==> src/logic/mcr_defs.vh <==
`ifndef MCR_DEFS_VH
`define MCR_DEFS_VH
// ==============================================
// register locations
`define MCR_ADDR_ENGINE      16'h2106
`define MCR_ADDR_PROG_BASE   16'h2109
`define MCR_ADDR_CLK_DIV     16'h2200
`define MCR_ADDR_IDENT_HIGH  16'h2300
`define MCR_ADDR_IDENT_LOW   16'h2301
`define MCR_ADDR_ANALOG      16'h2704
`define MCR_ADDR_BATT_LEVEL  16'h2885
// ==============================================
// field positions
`define MCR_BIT_ENGINE_RUN   0
`define MCR_BIT_CHOP_LO      2
`define MCR_BIT_CHOP_HI      3
`define MCR_BIT_CLK_DIV      5
`define MCR_BIT_BATT_LOAD    3
`define MCR_BIT_REF_EN       4
// ==============================================
// reset and wake values
`define MCR_RST_ENGINE_RUN   1'h0
`define MCR_RST_CHOP         2'h0
`define MCR_RST_PROG_BASE    6'h1f
`define MCR_RST_CLK_DIV      1'h0
`define MCR_RST_BATT_LOAD    1'h0
`define MCR_RST_REF_EN       1'h0
// ==============================================
// chop selector codes and clock figures
`define MCR_CHOP_TOGGLE_A    2'h0
`define MCR_CHOP_POSITIVE    2'h1
`define MCR_CHOP_REVERSED    2'h2
`define MCR_CHOP_TOGGLE_B    2'h3
`define MCR_DIV_SLOW_SHIFT   3
`define MCR_DIV_FAST_SHIFT   2
`define MCR_PROG_BASE_SHIFT  10
`define MCR_MCLK_SLOW_HZ     6291456
`define MCR_MCLK_FAST_HZ     19660800
`endif

==> src/logic/mcr_clock_divider.v <==
`timescale 1ns/10ps
`include "mcr_defs.vh"
module mcr_clock_divider (
	input  wire mclk_i,
	input  wire reset_i,
	input  wire div_eight_i,
	output reg  conv_clk_o
);
	// ==============================================
	// divide by four or eight; the choice is checked every cycle, so it acts on the half period in progress
	reg [2:0] count;
	wire      half_tick;

	assign half_tick = div_eight_i ? (count[1:0] == 2'h3) : (count[0] == 1'h1);

	always @(posedge mclk_i) begin
		if (reset_i) begin
			count      <= 3'h0;
			conv_clk_o <= 1'h0;
		end else if (half_tick) begin
			count      <= 3'h0;
			conv_clk_o <= ~conv_clk_o;
		end else begin
			count <= count + 3'h1;
		end
	end
endmodule

==> src/logic/mcr_config_regs.v <==
`timescale 1ns/10ps
`include "mcr_defs.vh"
// Behaviour
// - bits that are write-only read back as zero.
// - writable bits take their listed value on reset and on wake, read-only bits are left alone.
// - writable bits are stored from processor writes and readable bits are returned at their location.
// - the reference enable at 0x2704 bit 4 resets to 0 and when clear disables converter and reference.
// - the clock divide bit at 0x2200 bit 5 selects master clock over four (0) or over eight (1).
// - the master clock is 6.291456 or 19.660800 MHz by the fast select, and the converter clock follows the divider.
// - the battery load bit at 0x2704 bit 3 connects a 100 uA test load and resets to 0.
// - the battery level byte at 0x2885 is read-only, holds the measurement and is never initialised.
// - the program base at 0x2109 resets to 31 and the engine fetches from 1024 times it.
// - the identification reads as upper byte at 0x2300 and lower byte at 0x2301.
// - the chop state updates on each frame sync rising edge: 00 and 11 toggle, 01 positive, 10 reversed.
// - in toggle settings the chop state holds on the edge that ends an accumulation interval.
module mcr_config_regs #(
	parameter [15:0] IDENT_CODE = 16'h5a3c // arbitrary value
) (
	input  wire        mclk_i,
	input  wire        reset_i,
	input  wire        wake_i,
	input  wire        fast_pll_select_i,
	input  wire [15:0] addr_i,
	input  wire        wr_i,
	input  wire        rd_i,
	input  wire [7:0]  wdata_i,
	output reg  [7:0]  rdata_o,
	input  wire [7:0]  battery_level_i,
	input  wire        mux_frame_sync_i,
	input  wire        accum_end_i,
	output reg         converter_reference_enable_o,
	output reg         battery_load_enable_o,
	output reg         engine_run_o,
	output reg  [15:0] engine_program_start_o,
	output reg         chop_state_o,
	output reg         converter_clock_o,
	output reg         fast_master_clock_o
);
	// ==============================================
	// configuration storage
	reg       engine_run_enable;
	reg [1:0] reference_chop_select;
	reg [5:0] engine_program_base;
	reg       converter_clock_divide;
	reg       battery_load_enable;
	reg       converter_reference_enable;
	reg       chop_state;
	reg [2:0] sync_pipe;
	reg [7:0] next_rdata;
	wire      conv_clk;
	wire      frame_rise;

	function [15:0] prog_start;
		input [5:0] base;
		begin
			prog_start = {base, 10'h000};
		end
	endfunction

	always @(posedge mclk_i) begin
		if (reset_i || wake_i) begin
			engine_run_enable          <= `MCR_RST_ENGINE_RUN;
			reference_chop_select      <= `MCR_RST_CHOP;
			engine_program_base        <= `MCR_RST_PROG_BASE;
			converter_clock_divide     <= `MCR_RST_CLK_DIV;
			battery_load_enable        <= `MCR_RST_BATT_LOAD;
			converter_reference_enable <= `MCR_RST_REF_EN;
		end else if (wr_i) begin
			case (addr_i)
				`MCR_ADDR_ENGINE: begin
					engine_run_enable     <= wdata_i[`MCR_BIT_ENGINE_RUN];
					reference_chop_select <= wdata_i[`MCR_BIT_CHOP_HI:`MCR_BIT_CHOP_LO];
				end
				`MCR_ADDR_PROG_BASE: begin
					engine_program_base <= wdata_i[5:0];
				end
				`MCR_ADDR_CLK_DIV: begin
					converter_clock_divide <= wdata_i[`MCR_BIT_CLK_DIV];
				end
				`MCR_ADDR_ANALOG: begin
					battery_load_enable        <= wdata_i[`MCR_BIT_BATT_LOAD];
					converter_reference_enable <= wdata_i[`MCR_BIT_REF_EN];
				end
				default: begin
				end
			endcase
		end
	end

	// ==============================================
	// read path; unmapped and write-only locations read zero
	always @* begin
		next_rdata = 8'h00;
		case (addr_i)
			`MCR_ADDR_ENGINE: begin
				next_rdata[`MCR_BIT_ENGINE_RUN]               = engine_run_enable;
				next_rdata[`MCR_BIT_CHOP_HI:`MCR_BIT_CHOP_LO] = reference_chop_select;
			end
			`MCR_ADDR_PROG_BASE: begin
				next_rdata[5:0] = engine_program_base;
			end
			`MCR_ADDR_CLK_DIV: begin
				next_rdata[`MCR_BIT_CLK_DIV] = converter_clock_divide;
			end
			`MCR_ADDR_IDENT_HIGH: begin
				next_rdata = IDENT_CODE[15:8];
			end
			`MCR_ADDR_IDENT_LOW: begin
				next_rdata = IDENT_CODE[7:0];
			end
			`MCR_ADDR_ANALOG: begin
				next_rdata[`MCR_BIT_BATT_LOAD] = battery_load_enable;
				next_rdata[`MCR_BIT_REF_EN]    = converter_reference_enable;
			end
			`MCR_ADDR_BATT_LEVEL: begin
				next_rdata = battery_level_i;
			end
			default: begin
				next_rdata = 8'h00;
			end
		endcase
	end

	// ==============================================
	// read data is registered; it holds between reads
	always @(posedge mclk_i) begin
		if (reset_i) begin
			rdata_o <= 8'h00;
		end else if (rd_i) begin
			rdata_o <= next_rdata;
		end
	end

	// ==============================================
	// frame sync comes from the analog side, so three stages
	always @(posedge mclk_i) begin
		if (reset_i) begin
			sync_pipe <= 3'h0;
		end else begin
			sync_pipe <= {sync_pipe[1:0], mux_frame_sync_i};
		end
	end

	assign frame_rise = sync_pipe[1] & ~sync_pipe[2];

	// chop state lives outside the reset-and-wake set only for reset itself
	always @(posedge mclk_i) begin
		if (reset_i) begin
			chop_state <= 1'h0;
		end else if (frame_rise) begin
			case (reference_chop_select)
				`MCR_CHOP_POSITIVE: chop_state <= 1'h0;
				`MCR_CHOP_REVERSED: chop_state <= 1'h1;
				default: begin
					if (!accum_end_i) begin
						chop_state <= ~chop_state;
					end
				end
			endcase
		end
	end

	// ==============================================
	// converter clock; the divider output is already a flop
	mcr_clock_divider u_div (
		.mclk_i      (mclk_i),
		.reset_i     (reset_i),
		.div_eight_i (converter_clock_divide),
		.conv_clk_o  (conv_clk)
	);

	always @(posedge mclk_i) begin
		if (reset_i) begin
			converter_reference_enable_o <= 1'h0;
			battery_load_enable_o        <= 1'h0;
			engine_run_o                 <= 1'h0;
			engine_program_start_o       <= 16'h0000;
			chop_state_o                 <= 1'h0;
			converter_clock_o            <= 1'h0;
			fast_master_clock_o          <= 1'h0;
		end else begin
			converter_reference_enable_o <= converter_reference_enable;
			battery_load_enable_o        <= battery_load_enable;
			engine_run_o                 <= engine_run_enable;
			engine_program_start_o       <= prog_start(engine_program_base);
			chop_state_o                 <= chop_state;
			// gated while the converter is off to save bias and switching
			converter_clock_o            <= conv_clk & converter_reference_enable;
			fast_master_clock_o          <= fast_pll_select_i;
		end
	end
endmodule

==> config.mk <==
export PLATFORM = sky130hd
export DESIGN_NAME = mcr_config_regs
export DESIGN_NICKNAME = d
export VERILOG_FILES = /design/src/logic/mcr_clock_divider.v /design/src/logic/mcr_config_regs.v
export VERILOG_INCLUDE_DIRS = /design/src /design/src/logic
export SDC_FILE = /design/constraint.sdc
export NUM_CORES = 1
export LEC_CHECK = 0
export ABC_AREA = 1
export BUFFER_PORTS_ARGS = -buffer_cell sky130_fd_sc_hd__buf_4
export CAP_MARGIN = 40
export CORE_MARGIN = 2
export CORE_UTILIZATION = 40
export CTS_BUF_LIST = sky130_fd_sc_hd__clkbuf_4
export DETAILED_ROUTE_END_ITERATION = 8
export HOLD_SLACK_MARGIN = 0.15
export MAX_ROUTING_LAYER = met4
export PLACE_DENSITY_LB_ADDON = 0.15
export SYNTH_ARGS = -nofsm -noshare
export SYNTH_HDL_FRONTEND = slang
export SYNTH_HIERARCHICAL = 1
export SYNTH_SLANG_ARGS = --single-unit
==> constraint.sdc <==
create_clock -name mclk_i -period 3 [get_ports mclk_i]
set_input_delay 0.45 -clock mclk_i [delete_from_list [all_inputs] [get_ports mclk_i]]
set_output_delay 0.45 -clock mclk_i [all_outputs]
set_load 0.01 [all_outputs]
==> impl_metrics.env, run 1 <==
export IMPL_yosysUniqueCellTypes=24
export IMPL_htreeDepth=2
export IMPL_postCtsSetupBuffers=0
export IMPL_io_buffers=57
export IMPL_cp_start_kind="input port"
export IMPL_cpLargestDelayFamily="simple AND/OR/NAND/NOR gates"
export IMPL_final_cells=375
export IMPL_drc=0
export IMPL_ys_seq_area_share_pct=41.4
export IMPL_syn_area_per_cell_um2=7.16
export IMPL_syn_inst=263
export IMPL_clock_latency_ns=0.34
export IMPL_grt_max_degree=22
export IMPL_dp_cells=367
export IMPL_synthDominantCellAreaShare_pct=41.4
export IMPL_finalPower_w=0.00102
export IMPL_finalSetupTns_ns=0
export IMPL_start_util_pct=42.4
export IMPL_routabilityCongestion=0.753
export IMPL_grt_use_total_pct=17.2
export IMPL_r2r_slack_ns=1.77
export IMPL_final_antenna_net_count=0
export IMPL_cap_violations=0
export IMPL_synth_edf_count=0
export IMPL_ys_flop_type="dfxtp_1"
export IMPL_critical_path_class="in2reg"
export IMPL_yosys_top_cells_count="43 x nor2_1, 39 x dfxtp_1, 39 x nand2_1"
export IMPL_end_kind="flip-flop"
export IMPL_fin_util_pct=53.9
export IMPL_setup_worst_path_start="addr_i[15]"
export IMPL_worstHoldPathType="in2reg"
export IMPL_hold_violations=0
export IMPL_io_pins=70
export IMPL_hold_buffers=0
export IMPL_fp_dieW_um=72.6
export IMPL_ys_ff_latch=39
export IMPL_clock_skew_ns=0.00671
export IMPL_grt_pass1_vias=1504
export IMPL_period_minus_slack_ns=1.35
export IMPL_dr_pass1_iters=4
export IMPL_peakVddDrop_mv=0.228
export IMPL_yosys_warnings=6
export IMPL_crit_fanout=12
export IMPL_synth_most_common_cell="nor2_1"
export IMPL_worstPathRequired_ns=3.28
export IMPL_crit_buf_inv=1
export IMPL_cts_clk_slew_worst_paths_ns=0.12
export IMPL_coreArea_um2=4440
export IMPL_die_area_um2=5280
export IMPL_setup_violations=0
export IMPL_leakage_nw=1.17
export IMPL_vias_per_cell=4.57
export IMPL_max_freq_mhz=741
export IMPL_wl_per_cell_um=10.8
export IMPL_layout_drive_gt1_share_pct=30.0
export IMPL_crit_path_cell_trace="buf_4, nor2_2, nand2_4, nor2_4, nand2_4, nor2_4, o21ai_0, a21oi_1"
export IMPL_fin_nets=365
export IMPL_drtIter0Drc=87
export IMPL_grt_setup_unrepaired="false"
export IMPL_cts_buffers=5
export IMPL_synth_top_area_cell="dfxtp_1"
export IMPL_critical_path_depth=8
export IMPL_hpwlAfterDp_mm=3.25
export IMPL_worstPathArrival_ns=1.63
export IMPL_r2r_start="reference_chop_select[0]"
export IMPL_cts_tree="done"
export IMPL_r2r_end="chop_state"
export IMPL_drt_wl_total_mm=4.05
export IMPL_die_y_um=72.6
export IMPL_power_density_nw_per_um2=425
export IMPL_grt_pass1_wl_mm=6.71
export IMPL_slew_viol_final=0
export IMPL_crit_slowest_cell="nor2_4"
export IMPL_num_antenna_cells=0
export IMPL_grt_ovfl_total=0
export IMPL_critPathMaxStageDelay_ns=0.26
export IMPL_r2r_cells=7
export IMPL_syn_to_final_growth_pct=27.0
export IMPL_endpoint="engine_program_base[5]"
export IMPL_num_rows=24
export IMPL_syn_cell_area_um2=1880
export IMPL_cts_resized=0
export IMPL_status="completed"
export IMPL_grt_antenna_before_repair=0
export IMPL_yosys_top_cells_area="dfxtp_1 41%, nor2_1 8.6%, nand2_1 7.8%, inv_1 7.4%, a21oi_1 5.0%"
export IMPL_whs_ns=0.309
export IMPL_cts_sinks=39
export IMPL_clk_path_buf_depth=2
export IMPL_vias=1715
export IMPL_clock_tree_root_cell="clkbuf_4"
export IMPL_post_route_period_util_pct=45.0
export IMPL_async_reset_ff_share_pct=0
## state kept, by name, summed over array words and instances, names as in the netlist, 2 cells and up
name / cells
engine_program_start_o: 6
sync_pipe: 3
rdata_o: 8
u_div/count: 2
engine_program_base: 6
reference_chop_select: 2
## power breakdown
part / switching, W / internal, W / total [W] / leakage [nW]
sequential: 0.00000653 / 0.000533 / 0.000539 / 0.319
clock: 0.000177 / 0.000175 / 0.000352 / 0.0452
combinational: 0.0000655 / 0.0000602 / 0.000126 / 0.803
total: 0.000249 / 0.000768 / 0.00102 / 1.17
## worst min-delay path by stage
stage | start | endpoint | slack [ns] | cells past startpoint
global route | mux_frame_sync_i | sync_pipe[0] | 0.28 | 3
global placement | sync_pipe[0] | sync_pipe[1] | 0.40 | 2
CTS | mux_frame_sync_i | sync_pipe[0] | 0.29 | 3
floorplan | sync_pipe[0] | sync_pipe[1] | 0.39 | 2
finish | mux_frame_sync_i | sync_pipe[0] | 0.31 | 3
detailed placement | sync_pipe[0] | sync_pipe[1] | 0.40 | 2
## layer usage
metal | track usage [%] | wire length [um] | up-vias
met5 | - | 0 | -
met4 | 6.79 | 46 | 0
met3 | 3.45 | 210 | 5
met2 | 26.3 | 1860 | 47
met1 | 22.5 | 1930 | 752
li1 | - | - | 911
## tightest hold or removal path, cell delays in order
cell,delay (ns)
buf_4,0.08
inv_1,0.03
nor2_1,0.07
## metrics by stage
stage / area, um2 / setup WS [ns]
6_report: 2390 / 1.65
3_5_place_dp: 2310 / 1.30
4_1_cts: 2390 / 1.67
2_1_floorplan: 1920 / 1.65
3_3_place_gp: 2310 / 1.32
5_1_grt: 2390 / 1.53
## cell type report
type,count,area [um2]
flip-flops and latches,39,781
multi-input cells,177,880
repair buffers,57,428
well taps,52,65.1
clock buffers,5,37.5
inverters,42,159
fillers,443,2050
clock inverters,3,43.8
## cell usage in the layout (no fill, tap or decap), drive strengths merged, types with 5 or more instances in the layout
cell / netlist / routed
buf: 12 / 57
inv: 41 / 41
nor2: 57 / 57
clkbuf: 2 / 5
conb: 1 / 10
a21oi: 20 / 20
dfxtp: 39 / 39
o21ai: 22 / 22
nand2: 47 / 47
nand3: 15 / 15
## kinds of logic (layout without fill, tap and decap cells)
kind of cell | after synthesis | in the layout | share of synthesized area (%)
compound gates | 45 | 45 | 13.2
fa+ha+maj | 3 | 3 | 1.99
buf+inv | 56 | 107 | 13.7
flops | 39 | 39 | 41.4
other cells | 1 | 10 | 0.199
simple gates | 119 | 119 | 29.5
No activity file was read; power rests on OpenSTA's default activity.
==> run 2: changes to the inputs <==
Clock period 3 ns to 1.1 ns, I/O delays scaled along.
==> run 2 against run 1 <==
  * Global-route usage up 0.96 points
  * Die area unchanged
  * Critical path depth down 1
  * Total power rose to 2.8 times the previous value
  * First-iteration DRC count up 13%
  * Sequential power rose to 2.7 times the previous value
  * Highest routed layer unchanged
==> impl_metrics.env, run 2 (synthesized netlist as in run 1, its figures left out) <==
export IMPL_drc=0
export IMPL_whs_ns=0.163
export IMPL_pre_cts_ws_ns=-0.229
export IMPL_dpl_cell_area_um2=2420
export IMPL_grt_max_degree=14
export IMPL_drtIter0Drc=98
export IMPL_die_area_um2=5280
export IMPL_dr_pass1_iters=4
export IMPL_seq_power_share_pct=51.7
export IMPL_cap_violations=0
export IMPL_fin_nets=395
export IMPL_syn_to_final_growth_pct=42.1
export IMPL_leakage_nw=1.31
export IMPL_hpwlAfterDp_mm=3.50
export IMPL_grt_pass1_vias=1655
export IMPL_final_antenna_net_count=0
export IMPL_vias_per_cell=4.56
export IMPL_max_freq_mhz=980
export IMPL_multi_input_area_um2=901
export IMPL_regMostFlops="rdata_o"
export IMPL_peakVddDrop_mv=0.950
export IMPL_clk_path_buf_depth=2
export IMPL_start_util_pct=42.4
export IMPL_clock_skew_ns=0.0136
export IMPL_clock_tree_root_cell="clkbuf_4"
export IMPL_grt_antenna_before_repair=0
export IMPL_swShare_pct=24.8
export IMPL_final_cell_mix="73 x buf_4, 43 x nor2_1, 38 x nand2_1, 37 x dfxtp_1, 35 x inv_1"
export IMPL_crit_fanout=2
export IMPL_combPwrFrac_pct=14.1
export IMPL_num_rows=24
export IMPL_grt_pass1_wl_mm=7.29
export IMPL_grt_use_total_pct=18.2
export IMPL_fillers=426
export IMPL_seqCellArea_um2=783
export IMPL_reg_largest_list="rdata_o (8), engine_program_base (6), engine_program_start_o (6)"
export IMPL_final_cells=405
export IMPL_worstPathRequired_ns=1.38
export IMPL_cts_buffers=5
export IMPL_clock_latency_ns=0.34
export IMPL_period_minus_slack_ns=1.02
export IMPL_dp_cells=382
export IMPL_fin_util_pct=60.2
export IMPL_wl_per_cell_um=11.0
export IMPL_power_density_nw_per_um2=1060
export IMPL_grt_ovfl_total=0
export IMPL_coreArea_um2=4440
export IMPL_io_buffers=57
export IMPL_largest_reg_flops=8
export IMPL_cts_tree="done"
export IMPL_grt_setup_unrepaired="true"
export IMPL_critical_path_class="reg2reg"
export IMPL_status="completed"
export IMPL_vias=1847
export IMPL_routabilityCongestion=0.834
export IMPL_io_pins=70
export IMPL_intPower_w=0.00214
export IMPL_cts_sinks=39
export IMPL_stdcell_area_um2=2680
export IMPL_hold_violations=0
export IMPL_fp_dieW_um=72.6
export IMPL_clockPowerShare_pct=34.1
export IMPL_post_route_period_util_pct=92.7
export IMPL_die_y_um=72.6
export IMPL_cp_start_kind="flip-flop"
export IMPL_layout_drive_gt1_share_pct=34.3
export IMPL_end_kind="flip-flop"
export IMPL_worstHoldPathType="in2reg"
export IMPL_setup_ws_ns=0.0799
export IMPL_num_antenna_cells=0
export IMPL_final_common_cell="buf_4"
export IMPL_cts_clk_slew_worst_paths_ns=0.12
export IMPL_power_switching_w=0.000703
export IMPL_worstPathArrival_ns=1.30
export IMPL_slew_viol_final=0
export IMPL_setup_violations=0
export IMPL_htreeDepth=2
export IMPL_drt_wl_total_mm=4.48
run 2: changes by cell type in the layout (fill, tap and decap cells not counted), moves of 2 or more:
cell	change
inv_2	+2
dlygate4sd3_1	+14
dfxtp_2	+2
o21ai_1	+2
dfxtp_1	-2
inv_1	-2
buf_4	+16
o21ai_0	-3
ha_1	-2
run 2: power groups by stage:
| stage | sequential, W | clock (W) | combinational [W] |
|---|---|---|---|
| finish | 0.00147 | 0.000970 | 0.000401 |
| global route | 0.00148 | 0.00106 | 0.000447 |
| CTS | 0.00147 | 0.000991 | 0.000400 |
| detailed placement | 0.00150 | 0 | 0.000359 |
| global placement | 0.00150 | 0 | 0.000353 |
| floorplan | 0.00151 | 0 | 0.000181 |
run 2: area by class of cell:
| type | instances | share of cell area (%) |
|---|---|---|
| clock buffer | 5 | 1.40 |
| clock inverter | 3 | 1.64 |
| inverter | 42 | 5.93 |
| multi-input combinational | 177 | 33.6 |
| sequential | 39 | 29.3 |
| tap | 52 | 2.43 |
| timing repair buffer | 87 | 25.7 |
run 2: through the flow:
stage	TNS, ns	total power (W)
after floorplan	0	0.00169
after global placement	-2.61	0.00185
after detailed placement	-3.08	0.00186
after CTS	0	0.00286
after global routing	-0.00744	0.00298
final	0	0.00284
run 2: final timing paths:
check | start | endpoint | slack (ns) | depth (start not counted)
max | reference_chop_select[0] | chop_state | 0.08 | 7
min | reset_i | engine_program_start_o[13] | 0.16 | 3
max reg2reg | reference_chop_select[0] | chop_state | 0.08 | 7
min reg2reg | sync_pipe[0] | sync_pipe[1] | 0.41 | 2
run 2: critical path, cell delays in order (launching register included):
cell and delay (ns):
dfxtp_2 0.35, inv_2 0.05, ha_4 0.15, inv_2 0.05
nand2_2 0.05, o21ai_2 0.14, o21ai_1 0.07, a21oi_1 0.11
run 2: per-layer routing:
layer  up-vias  GRT usage, %  share of wire [%]
li1        973             -                  -
met1       821          23.5                 48
met2        51          29.2                 47
met3         2          3.59                5.0
met4         0          4.73               0.38
met5         -             -                  0
run 2: timing repair:
action / 4_1_cts / 5_1_grt
hold buffers: 14 / 0
pin swaps: 2 / 3
resized for setup: 3 / 9
buffers inserted: 0 / 1
endpoints found under the setup margin: 1 / 1
endpoints found under the hold margin: 22 / 0
==> run 3: changes to the inputs <==
Settings changed: RECOVER_POWER set to 25.
==> run 3 against run 2 <==
  * Die area stayed put
  * Combinational power hardly changed
  * Critical path type unchanged
  * Critical path depth stayed put
==> impl_metrics.env, run 3 (synthesized netlist as in run 1, its figures left out) <==
export IMPL_status="completed"
export IMPL_grt_max_degree=14
export IMPL_largest_reg_flops=8
export IMPL_setup_violations=0
export IMPL_cp_start_kind="flip-flop"
export IMPL_io_buffers=57
export IMPL_cts_tree="done"
export IMPL_leakage_nw=1.31
export IMPL_final_antenna_net_count=0
export IMPL_critPathMaxStageDelay_ns=0.35
export IMPL_die_y_um=72.6
export IMPL_final_cells=405
export IMPL_period_minus_slack_ns=1.02
export IMPL_grt_pass1_vias=1655
export IMPL_syn_to_final_growth_pct=42.1
export IMPL_num_antenna_cells=0
export IMPL_num_rows=24
export IMPL_coreArea_um2=4440
export IMPL_dr_wl_met2_mm=2.12
export IMPL_cts_buffers=5
export IMPL_finalSetupTns_ns=0
export IMPL_fin_util_pct=60.2
export IMPL_final_common_cell="buf_4"
export IMPL_critical_path_class="reg2reg"
export IMPL_power_density_nw_per_um2=1060
export IMPL_cts_clk_slew_worst_paths_ns=0.12
export IMPL_drc=0
export IMPL_r2r_start="reference_chop_select[0]"
export IMPL_crit_slowest_cell="dfxtp_2"
export IMPL_worstPathRequired_ns=1.39
export IMPL_reg_largest_list="rdata_o (8), engine_program_base (6), engine_program_start_o (6)"
export IMPL_grt_pass1_wl_mm=7.29
export IMPL_peakVddDrop_mv=0.951
export IMPL_regMostFlops="rdata_o"
export IMPL_routabilityCongestion=0.834
export IMPL_clk_path_buf_depth=2
export IMPL_wl_per_cell_um=11.1
export IMPL_crit_buf_inv=2
export IMPL_hpwlAfterDp_mm=3.50
export IMPL_grt_use_total_pct=18.2
export IMPL_m1WireLength_mm=2.14
export IMPL_slew_viol_final=0
export IMPL_worst_path_most_repeated_cell="inv_2"
export IMPL_htreeDepth=2
export IMPL_cap_violations=0
export IMPL_cts_sinks=39
export IMPL_io_pins=70
export IMPL_start_util_pct=42.4
export IMPL_grt_antenna_before_repair=0
export IMPL_fillers=426
export IMPL_finalPower_w=0.00284
export IMPL_fp_dieW_um=72.6
export IMPL_grt_setup_unrepaired="true"
export IMPL_cpLargestDelayFamily="flip-flops"
export IMPL_drtIter0Drc=109
export IMPL_whs_ns=0.156
export IMPL_worstPathArrival_ns=1.31
export IMPL_hold_start="reset_i"
export IMPL_worstHoldPathType="in2reg"
export IMPL_dp_cells=382
export IMPL_vias_per_cell=4.59
export IMPL_end_kind="flip-flop"
export IMPL_dr_pass1_iters=4
export IMPL_setup_worst_path_start="reference_chop_select[0]"
export IMPL_drt_wl_total_mm=4.49
export IMPL_die_area_um2=5280
export IMPL_final_cell_mix="71 x buf_4, 43 x nor2_1, 38 x nand2_1, 37 x dfxtp_1, 35 x inv_1"
export IMPL_crit_fanout=2
export IMPL_max_freq_mhz=982
export IMPL_grt_ovfl_total=0
export IMPL_wl_met3_um=208
export IMPL_clock_latency_ns=0.35
export IMPL_clock_tree_root_cell="clkbuf_4"
export IMPL_crit_path_cell_trace="inv_2, ha_4, inv_2, nand2_2, o21ai_2, o21ai_1, a21oi_1"
export IMPL_fin_nets=395
export IMPL_clock_skew_ns=0.0141
export IMPL_top_layer_used="met4"
export IMPL_post_route_period_util_pct=92.5
export IMPL_layout_drive_gt1_share_pct=34.3
export IMPL_hold_violations=0
export IMPL_vias=1858
run 3: cell count changes in the layout (fill, tap and decap cells not counted), sizes merged:
cell	before	now
buf	73	71
clkbuf	5	7
run 3: per-layer routing:
layer / global-route usage (%) / vias to the layer above
met2: 29.2 / 50
li1: - / 972
met4: 4.73 / 0
met3: 3.59 / 4
met5: - / -
met1: 23.5 / 832
run 3: what timing repair did:
action                                  4_1_cts  5_1_grt
resized for setup                             3        9
buffers inserted                              0        1
endpoints found under the hold margin        22        0
hold buffers                                 14        0
endpoints found under the setup margin        1        1
pin swaps                                     2        3
run 3: final cells by class:
cell class,instances,area (um2),share of cell area [%]
multi-input cells,177,901,33.6
flip-flops and latches,39,783,29.3
repair buffers,87,688,25.7
well taps,52,65.1,2.43
clock buffers,5,37.5,1.40
clock inverters,3,43.8,1.64
inverters,42,159,5.93
run 3: worst paths after layout:
kind,cells past startpoint,slack (ns),endpoint
setup / recovery,7,0.08,chop_state
hold / removal,3,0.16,engine_program_start_o[13]
setup reg to reg,7,0.08,chop_state
hold reg to reg,2,0.41,sync_pipe[1]
run 3: worst reg2reg max path: stages (launching register included):
cell	delay, ns
dfxtp_2	0.35
inv_2	0.05
ha_4	0.15
inv_2	0.05
nand2_2	0.05
o21ai_2	0.14
o21ai_1	0.07
a21oi_1	0.11
run 3: through the flow:
step                      cell area [um2]  worst slack (ns)
after floorplan                      1920           0.00426
after CTS                            2650           0.00805
final                                2680            0.0822
after global placement               2420            -0.197
after global routing                 2680          -0.00744
after detailed placement             2420            -0.229
run 3: power breakdown:
part           total (W)  switching [W]  internal (W)
sequential       0.00147      0.0000179       0.00145
combinational   0.000401       0.000194      0.000207
clock           0.000973       0.000495      0.000478
total            0.00284       0.000707       0.00214
